===== config.mk =====
export PLATFORM = sky130hd
export DESIGN_NAME = svw_top
export DESIGN_NICKNAME = d
export VERILOG_FILES = /design/src/rtl/svw_pkg.sv /design/src/rtl/svw_top.sv
export VERILOG_INCLUDE_DIRS = /design/src /design/src/rtl
export SDC_FILE = /design/constraint.sdc
export NUM_CORES = 1
export LEC_CHECK = 0
export ABC_AREA = 1
export BUFFER_PORTS_ARGS = -buffer_cell sky130_fd_sc_hd__clkbuf_2
export CAP_MARGIN = 40
export CORE_MARGIN = 4
export CORE_UTILIZATION = 55
export DETAILED_ROUTE_END_ITERATION = 6
export PLACE_DENSITY = 0.76
export SLEW_MARGIN = 20
export SYNTH_ARGS = -nofsm -noshare
export SYNTH_HDL_FRONTEND = slang
export SYNTH_SLANG_ARGS = --single-unit

===== constraint.sdc =====
create_clock -name mclk_i -period 1.9 [get_ports mclk_i]
set_clock_uncertainty 0.05 [all_clocks]
set_input_delay 0.19 -clock mclk_i [delete_from_list [all_inputs] [get_ports mclk_i]]
set_output_delay 0.19 -clock mclk_i [all_outputs]
set_load 0.1 [all_outputs]

===== src/rtl/svw_params.svh =====
// Timing constants and encodings for the supervisor watchdog
`ifndef SVW_PARAMS_SVH
`define SVW_PARAMS_SVH
`define SVW_CLK_MHZ          20
`define SVW_T_RST_MS         200
`define SVW_T_WD_OPEN_MS     1600
`define SVW_T_WD_PULLUP_MS   200
`define SVW_T_CAP_STD_MIN_US 704
`define SVW_T_CAP_STD_MAX_US 3230000
`define SVW_T_CAP_EXT_MIN_US 62740
`define SVW_T_CAP_EXT_MAX_US 77450000
`define SVW_MS_CYCLES(ms)    ((ms) * `SVW_CLK_MHZ * 1000)
`define SVW_US_CYCLES(us)    ((us) * `SVW_CLK_MHZ)
`define SVW_CNT_W            32
`define SVW_CNT_ZERO         32'h0000_0000
`define SVW_CNT_ONE          32'h0000_0001
`endif


===== src/rtl/svw_pkg.sv =====
// Types shared by the supervisor watchdog
package svw_pkg;
    // Timeout source chosen by the timing-configuration input
    typedef enum logic [1:0] {
        SVW_CFG_CAP    = 2'b00,
        SVW_CFG_PULLUP = 2'b01,
        SVW_CFG_OPEN   = 2'b10
    } svw_cfg_src_type;

    // Watchdog configuration carried as one group
    typedef struct packed {
        logic            timeout_select;
        svw_cfg_src_type timeout_cfg_in;
        logic [31:0]     cap_cycles;
    } svw_wd_cfg_type;

    // Supply monitor indications
    typedef struct packed {
        logic lockout;
        logic undervoltage;
        logic supply_good;
    } svw_supply_type;

    // Supervisor state
    typedef enum logic [1:0] {
        SVW_ST_HOLD = 2'b00,
        SVW_ST_RUN  = 2'b01,
        SVW_ST_WDO  = 2'b10
    } svw_state_type;
endpackage


===== src/rtl/svw_top.sv =====
// Reset supervisor with watchdog timer
//
// Contract
// - Reset output asserts while manual reset input is low.
// - After manual reset rises, reset stays asserted for full reset delay.
// - Reset asserts at once when supply is below the falling threshold.
// - Supply back in range starts reset delay; release only when it completes.
// - From power-on, reset holds until supply good and delay count finished.
// - Watchdog disabled entirely while timeout select is low.
// - Timeout from select plus config: capacitor, pulled-up or open preset.
// - Host kicks with falling edges before timeout; each edge restarts count.
// - Kick ignored while reset asserted, watchdog output asserted or disabled.
// - Watchdog output asserts when count expires without a kick edge.
// - Watchdog output may assert only while reset output is released.
// - Watchdog output holds exactly the reset delay, then releases.
// - While reset is asserted the watchdog output is released.
// - Standard capacitor timeout spans about 0.704 ms to 3.23 s.
// - Extended capacitor timeout spans about 62.74 ms to 77.45 s.
// - Reset asserts while supply is below the lockout level.
`timescale 1ns/10ps
`include "svw_params.svh"

module svw_top #(
    parameter int unsigned RST_CYCLES      = `SVW_MS_CYCLES(`SVW_T_RST_MS),
    parameter int unsigned WD_OPEN_CYCLES  = `SVW_MS_CYCLES(`SVW_T_WD_OPEN_MS),
    parameter int unsigned WD_PULLUP_CYCLES = `SVW_MS_CYCLES(`SVW_T_WD_PULLUP_MS),
    parameter bit          EXTENDED_TIMING = 1'b0
) (
    input  wire logic                    mclk_i,
    input  wire logic                    reset_n_i,
    input  wire svw_pkg::svw_supply_type supply_i,
    input  wire logic                    manual_reset_n_i,
    input  wire logic                    watchdog_kick_in_i,
    input  wire svw_pkg::svw_wd_cfg_type wd_cfg_i,
    output logic                         reset_n_o,
    output logic                         watchdog_timeout_n_o
);
    import svw_pkg::*;

    // ************************************************************
    // Timing limits
    // ************************************************************
    localparam logic [31:0] RST_LAST = 32'(RST_CYCLES - 1);
    localparam logic [31:0] CAP_MIN  = EXTENDED_TIMING ?
        32'(`SVW_US_CYCLES(`SVW_T_CAP_EXT_MIN_US)) :
        32'(`SVW_US_CYCLES(`SVW_T_CAP_STD_MIN_US));
    localparam logic [31:0] CAP_MAX  = EXTENDED_TIMING ?
        32'(`SVW_US_CYCLES(`SVW_T_CAP_EXT_MAX_US)) :
        32'(`SVW_US_CYCLES(`SVW_T_CAP_STD_MAX_US));

    // Last count of the watchdog window for a configuration
    function automatic logic [31:0] wd_last_f(input svw_wd_cfg_type cfg);
        logic [31:0] cyc;
        cyc = 32'(WD_OPEN_CYCLES);
        unique case (cfg.timeout_cfg_in)
            SVW_CFG_CAP: begin
                if (cfg.cap_cycles < CAP_MIN) begin
                    cyc = CAP_MIN;
                end else if (cfg.cap_cycles > CAP_MAX) begin
                    cyc = CAP_MAX;
                end else begin
                    cyc = cfg.cap_cycles;
                end
            end
            SVW_CFG_PULLUP: cyc = 32'(WD_PULLUP_CYCLES);
            SVW_CFG_OPEN:   cyc = 32'(WD_OPEN_CYCLES);
            default:        cyc = 32'(WD_OPEN_CYCLES);
        endcase
        return cyc - `SVW_CNT_ONE;
    endfunction

    // ************************************************************
    // Decode
    // ************************************************************
    svw_state_type          state;
    svw_state_type          next_state;
    logic [`SVW_CNT_W-1:0]  cnt;
    logic [`SVW_CNT_W-1:0]  next_cnt;
    logic                   kick_prev;
    wire logic              hold_cond;
    wire logic              kick_fall;
    wire logic              wd_enabled;
    wire logic [31:0]       wd_last;
    wire logic              cnt_at_rst;
    wire logic              cnt_at_wd;

    // Reset sources and watchdog qualifiers
    assign hold_cond  = supply_i.lockout | supply_i.undervoltage
                      | ~manual_reset_n_i;
    assign kick_fall  = kick_prev & ~watchdog_kick_in_i;
    assign wd_enabled = wd_cfg_i.timeout_select;
    assign wd_last    = wd_last_f(wd_cfg_i);
    assign cnt_at_rst = (cnt == RST_LAST);
    assign cnt_at_wd  = (cnt >= wd_last);

    // ************************************************************
    // Next state
    // ************************************************************
    always_comb begin
        next_state = state;
        next_cnt   = cnt + `SVW_CNT_ONE;
        if (hold_cond) begin
            next_state = SVW_ST_HOLD;
            next_cnt   = `SVW_CNT_ZERO;
        end else begin
            unique case (state)
                SVW_ST_HOLD: begin
                    if (!supply_i.supply_good) begin
                        next_cnt = `SVW_CNT_ZERO;
                    end else if (cnt_at_rst) begin
                        next_state = SVW_ST_RUN;
                        next_cnt   = `SVW_CNT_ZERO;
                    end
                end
                SVW_ST_RUN: begin
                    if (!wd_enabled || kick_fall) begin
                        next_cnt = `SVW_CNT_ZERO;
                    end else if (cnt_at_wd) begin
                        next_state = SVW_ST_WDO;
                        next_cnt   = `SVW_CNT_ZERO;
                    end
                end
                SVW_ST_WDO: begin
                    // Kick edges have no effect here
                    if (!wd_enabled || cnt_at_rst) begin
                        next_state = SVW_ST_RUN;
                        next_cnt   = `SVW_CNT_ZERO;
                    end
                end
                default: begin
                    next_state = SVW_ST_HOLD;
                    next_cnt   = `SVW_CNT_ZERO;
                end
            endcase
        end
    end

    // ************************************************************
    // Registers
    // ************************************************************
    always_ff @(posedge mclk_i or negedge reset_n_i) begin
        if (!reset_n_i) begin
            state     <= SVW_ST_HOLD;
            cnt       <= `SVW_CNT_ZERO;
            kick_prev <= 1'b0;
        end else begin
            state     <= next_state;
            cnt       <= next_cnt;
            kick_prev <= watchdog_kick_in_i;
        end
    end

    // Outputs straight from flops; watchdog released in hold
    always_ff @(posedge mclk_i or negedge reset_n_i) begin
        if (!reset_n_i) begin
            reset_n_o            <= 1'b0;
            watchdog_timeout_n_o <= 1'b1;
        end else begin
            reset_n_o            <= (next_state != SVW_ST_HOLD);
            watchdog_timeout_n_o <= (next_state != SVW_ST_WDO);
        end
    end

    // ************************************************************
    // Checks
    // ************************************************************
    logic [31:0] rel_run;
    logic [31:0] wdo_run;

    // Clean cycles before release, and length of watchdog pulse
    always_ff @(posedge mclk_i or negedge reset_n_i) begin
        if (!reset_n_i) begin
            rel_run <= `SVW_CNT_ZERO;
            wdo_run <= `SVW_CNT_ZERO;
        end else begin
            rel_run <= (hold_cond || !supply_i.supply_good || reset_n_o) ?
                       `SVW_CNT_ZERO : rel_run + `SVW_CNT_ONE;
            wdo_run <= watchdog_timeout_n_o ? `SVW_CNT_ZERO : wdo_run + `SVW_CNT_ONE;
        end
    end
endmodule // svw_top


Word-level counts from Yosys, hierarchy flattened
Cells that the tools add are included.
{"block": "op_classes", "n_addsub": 2, "order_cmp": 3, "n_eq_ne": 5, "n_mux": 17, "bitwise_logic": 5, "n_reduce_logical": 6}
{"cell": "32-bit two-way mux", "n": 8}
{"cell": "32-bit case mux with 3 select lines", "n": 1}
{"cell": "32-bit case mux with 2 select lines", "n": 1}
{"cell": "32-bit by 1-bit adder with 32-bit output (second input constant)", "n": 1}
{"cell": "32-bit by 22-bit == test with 1-bit output (second input constant)", "n": 1}
{"cell": "32-bit greater-or-equal comparator", "n": 1}
{"cell": "32-bit by 26-bit greater-than comparator with 1-bit output (second input constant)", "n": 1}
{"cell": "32-bit by 14-bit less-than comparator with 1-bit output (second input constant)", "n": 1}
{"cell": "32-bit by 1-bit subtractor with 32-bit output (second input constant)", "n": 1}
{"cell": "2-bit two-way mux", "n": 6}
{"cell": "2-bit case mux with 3 select lines", "n": 1}
{"cell": "2-bit by 1-bit == test with 1-bit output (second input constant)", "n": 2}
{"cell": "2-bit zero test", "n": 2}
{"cell": "2-bit == test (second input constant)", "n": 1}
{"cell": "1-bit logical OR", "n": 2}
{"cell": "2-bit inequality test (second input constant)", "n": 1}
{"cell": "1-bit NOT", "n": 2}
{"cell": "1-bit OR", "n": 2}
{"cell": "2-bit nonzero test", "n": 1}
{"cell": "1-bit bitwise AND", "n": 1}
{"cell": "1-bit zero test", "n": 1}
{"block": "word_totals", "ff_bits": 37, "input_bits": 42, "out_inout_bits": 2, "word_cells": 43}

Depth between registers and ports, before layout
{"block": "logic_depth", "word_depth": 11, "mapped_depth": 30}

Worst setup path after synthesis
Ideal clock, no wire load.
{"block": "synth_path", "kind": "input port to flip-flop", "startpoint": "input port wd_cfg_i[21] (netlist bit)", "endpoint": "register cnt[0]", "setup_ns": 0.137, "arrival_time_ns": 3.250, "required_ns": 1.713, "slack_ns": -1.537, "path_stages": 26, "path_buffers": 2, "cell_sequence": "inv_1 nand2_1 nor2_1 nand2_1 nor2_1 nand2_1 nand2_1 nand2_2 buf_8 nand3_2 ha_1 nand3_2 nor2_4 nand3_4 nor2_8 nand2_1 nand2_1 nand2_1 ha_1 nand4_1 nor4_1 nand4_1 nand3_1 nand3b_1 clkbuf_1 a21oi_1"}
{"block": "synth_between", "elab_chain_cells": 10, "word_cells_on_any_way": 11, "classes_between": "add/sub: 1; order compare: 3; mux: 7"}
{"item": "start, declared", "line_no": "svw_top.sv:34", "text": "input wire svw_pkg::svw_wd_cfg_type wd_cfg_i,"}
{"item": "32-bit by 26-bit greater-than comparator with 1-bit output", "line_no": "svw_top.sv:59", "text": "end else if (cfg.cap_cycles > CAP_MAX) begin"}
{"item": "32-bit two-way mux", "line_no": "svw_top.sv:59"}
{"item": "32-bit two-way mux (*)", "line_no": "svw_top.sv:57", "text": "if (cfg.cap_cycles < CAP_MIN) begin"}
{"item": "32-bit case mux with 2 select lines (*)", "line_no": "svw_top.sv:55", "text": "unique case (cfg.timeout_cfg_in)"}
{"item": "32-bit by 1-bit subtractor with 32-bit output (no source line) (*)"}
{"item": "32-bit greater-or-equal comparator (*)", "line_no": "svw_top.sv:94", "text": "assign cnt_at_wd = (cnt >= wd_last);"}
{"item": "32-bit two-way mux (*)", "line_no": "svw_top.sv:118", "text": "end else if (cnt_at_wd) begin"}
{"item": "32-bit two-way mux (*)", "line_no": "svw_top.sv:116", "text": "if (!wd_enabled || kick_fall) begin"}
{"item": "32-bit case mux with 3 select lines (*)", "line_no": "svw_top.sv:106", "text": "unique case (state)"}
{"item": "32-bit two-way mux (*)", "line_no": "svw_top.sv:102", "text": "if (hold_cond) begin"}
{"item": "named net next_cnt[0]", "line_no": "svw_top.sv:78", "text": "logic [`SVW_CNT_W-1:0] next_cnt;"}
{"item": "end signal, assigned", "line_no": "svw_top.sv:144", "text": "cnt <= `SVW_CNT_ZERO;"}
{"item": "end signal, assigned", "line_no": "svw_top.sv:148", "text": "cnt <= next_cnt;"}
{"item": "end, declared", "line_no": "svw_top.sv:77", "text": "logic [`SVW_CNT_W-1:0] cnt;"}
Mark *: on every way through the listed nets, which the timed path passes. The rest lies on a longest branch.

Worst setup path in the final report
{"block": "layout_path", "startpoint": "input port wd_cfg_i[18] (netlist bit)", "endpoint": "register cnt[19]"}
Same word-level chain as after synthesis.

==> metrics <==
status finished with violations; failing checks setup timing; Post-Syn Area per Cell 6.48 µm²; All-Layer GR Usage 0.327; share of cells above drive strength 1 0.394; Syn Std Cell Area 0.00425 mm²; Vias per Instance 5.77; final wirelength 16300 µm; worst slew pin tran 0.580 ns; GPL Wtd Cong 0.923; vias 5630; largest net degree at the start of global routing 38; CTS root buffer clkbuf_8; final worst-path cycle share 1.99; post-route setup slack -1.89 ns; fmax 0.264 GHz; grt ovf 0; Worst Setup Path Type input port to register; DR pass1 iterations 6; drt drc 0; DP Worst Slack -1.94 ns; worst skew pair latency 0.30 ns; commonest non-fill, non-tap cell in the layout buf_4; LEAKAGE 3.20 nW; #FFs+latches synth 37; CTS tree yes; Critical Path Fanout Max 8; final instance area 0.00646 mm²; largest area contributor in the synthesized netlist dfrtp_1; RR Startpoint cnt[1]; Max Slew Vio Count 0; max_slew headroom 0.610; endpoint type of the worst setup path register; area post-placement 0.00587 mm²; Yosys cell types 45; Fin Setup TNS -66.38 ns; unrepaired setup endpoints after global routing yes; Final min period 3.79 ns; class of the worst hold path input port to register; vias in the first global route 5298; final setup vio count 36; Arrival @ worst endpoint 3.96 ns; H-tree levels 2; clock buffer depth 2; Iteration-0 DRC Markers 481; worst endpoint required time 2.07 ns; Synth top area share 0.212; largest cells by area after synthesis dfrtp_1 21%, nand2_1 14%, ha_1 10%, inv_1 7.5%, a21oi_1 6.4%; critical path's slowest cell ha_1; CP max stage delay 0.26 ns; Worst-path clk slew 0.08 ns; pwr/cell area 299 mW/mm²; post-DP HPWL 10800 µm; commonest cells after routing, fill and taps aside 162 x buf_4, 147 x nand2_1, 83 x inv_1, 55 x nor2_1, 50 x nand3_1; worst vdd ir 0.000343 V; Row Count 31; number of synthesis warnings 0; Die ar. 0.00919 mm²; nets 951; first-pass GRT wire length 23800 µm; Port Buf Inserts 43; antenna cells 0; Core Area 0.00737 mm²; Die Y 95.9 µm; clock sinks 37; Wirelength per Cell 16.7 µm; sequential fraction of the synthesis area 0.218; Hold Violations, Final 0; io pins 44; worst setup path start wd_cfg_i[18]; CTS Buf Count 5; FF-to-FF setup slack -0.68 ns; Detail Route Antenna Nets 0; Startpoint Class input port; Synth Instances 656; P&R area growth vs syn 52.2%; initial antenna violation count 0; Initial Util 0.576; # Max-Cap Violations 0; DIE WIDTH 95.9 µm; Hold Path Origin manual_reset_n_i
## repair_timing
item	CTS	global route
gates resized for setup	46	43
endpoints found under the hold margin	37	0
cloned	3	0
buffers inserted	8	5
setup endpoints to repair	36	36
hold buffers	2	0
pin swaps	18	38
## synthesized netlist by cell type (all sizes together)
| cell | n |
|---|---|
| or2 | 11 |
| inv | 91 |
| ha | 34 |
| xnor2 | 6 |
| o21ai | 22 |
| a31oi | 2 |
| nand3b | 5 |
| nand2 | 170 |
| buf | 5 |
| o211ai | 4 |
| nor2 | 76 |
| nor4 | 5 |
| a21boi | 2 |
| nand3 | 62 |
| and2 | 1 |
| o221ai | 2 |
| nor4b | 1 |
| nor3 | 17 |
| clkbuf | 9 |
| a211oi | 1 |
| conb | 1 |
| xor2 | 14 |
| nand4 | 20 |
| dfrtp | 36 |
| a21oi | 56 |
| dfstp | 1 |
| o21bai | 1 |
| o21a | 1 |
## worst max-delay path: cells and delay by family
family / cells / cell delay, ns
AND/OR/NAND/NOR: 17 / 1.88
buffers and inverters: 7 / 0.99
XOR/XNOR: 1 / 0.21
adder cells (fa/ha/maj): 2 / 0.42
AO/OA/AOI/OAI: 2 / 0.26
## state kept, by name, indices dropped and copies added, names as in the netlist
| signal | cells |
|---|---|
| state | 2 |
| kick_prev | 1 |
| reset_n_o | 1 |
| watchdog_timeout_n_o | 1 |
| cnt | 32 |
## power by group
| group | total [W] | switching (W) | internal (W) |
|---|---|---|---|
| Sequential | 0.000789 | 0.000000627 | 0.000789 |
| Combinational | 0.000543 | 0.000302 | 0.000241 |
| Clock | 0.000598 | 0.000302 | 0.000295 |
| Total | 0.00193 | 0.000605 | 0.00132 |
## stage by stage
stage	hold slack (ns)	std cells	power (W)	util
floorplan	-0.156	661	0.00101	-
global placement	0.203	949	0.00125	0.797
detailed placement	0.211	949	0.00127	0.797
CTS	0.0409	970	0.00187	0.850
global route	0.0513	975	0.00200	0.877
finish	0.0372	975	0.00193	0.877
## final cells by class
| cell class | count | area [µm²] |
|---|---|---|
| tap | 99 | 124 |
| fill | 395 | 905 |
| multi-input combinational | 519 | 3250 |
| clock buffer | 7 | 86.3 |
| inverter | 91 | 352 |
| sequential | 37 | 927 |
| clock inverter | 1 | 7.51 |
| timing repair buffer | 221 | 1720 |
## logic make-up (layout without fill, tap and decap cells)
| logic type | Yosys count | after routing | synth area share |
|---|---|---|---|
| simple gates | 368 | 368 | 0.417 |
| compound gates | 91 | 91 | 0.119 |
| xor+xnor | 20 | 20 | 0.0430 |
| buf+inv | 105 | 320 | 0.102 |
| flops | 37 | 37 | 0.218 |
| fa+ha+maj | 34 | 34 | 0.100 |
| other cells | 1 | 6 | 0.000883 |
## per-layer routing
layer  vias up  global-route usage  routed length, µm
met3        89              0.0469               1280
met4         0              0.0960                732
met2       340               0.583               7970
li1       2584                   -                  -
met1      2617               0.407               6300
met5         -                   0                  0
## worst paths after layout
kind / endpoint / cells past startpoint
setup / recovery: cnt[19] / 29
hold / removal: watchdog_timeout_n_o / 2
setup reg to reg: cnt[21] / 12
hold reg to reg: cnt[10] / 3
max in group asynchronous: watchdog_timeout_n_o / 3
min in group asynchronous: state[1] / 3
Power figures use the tool's default switching activity.
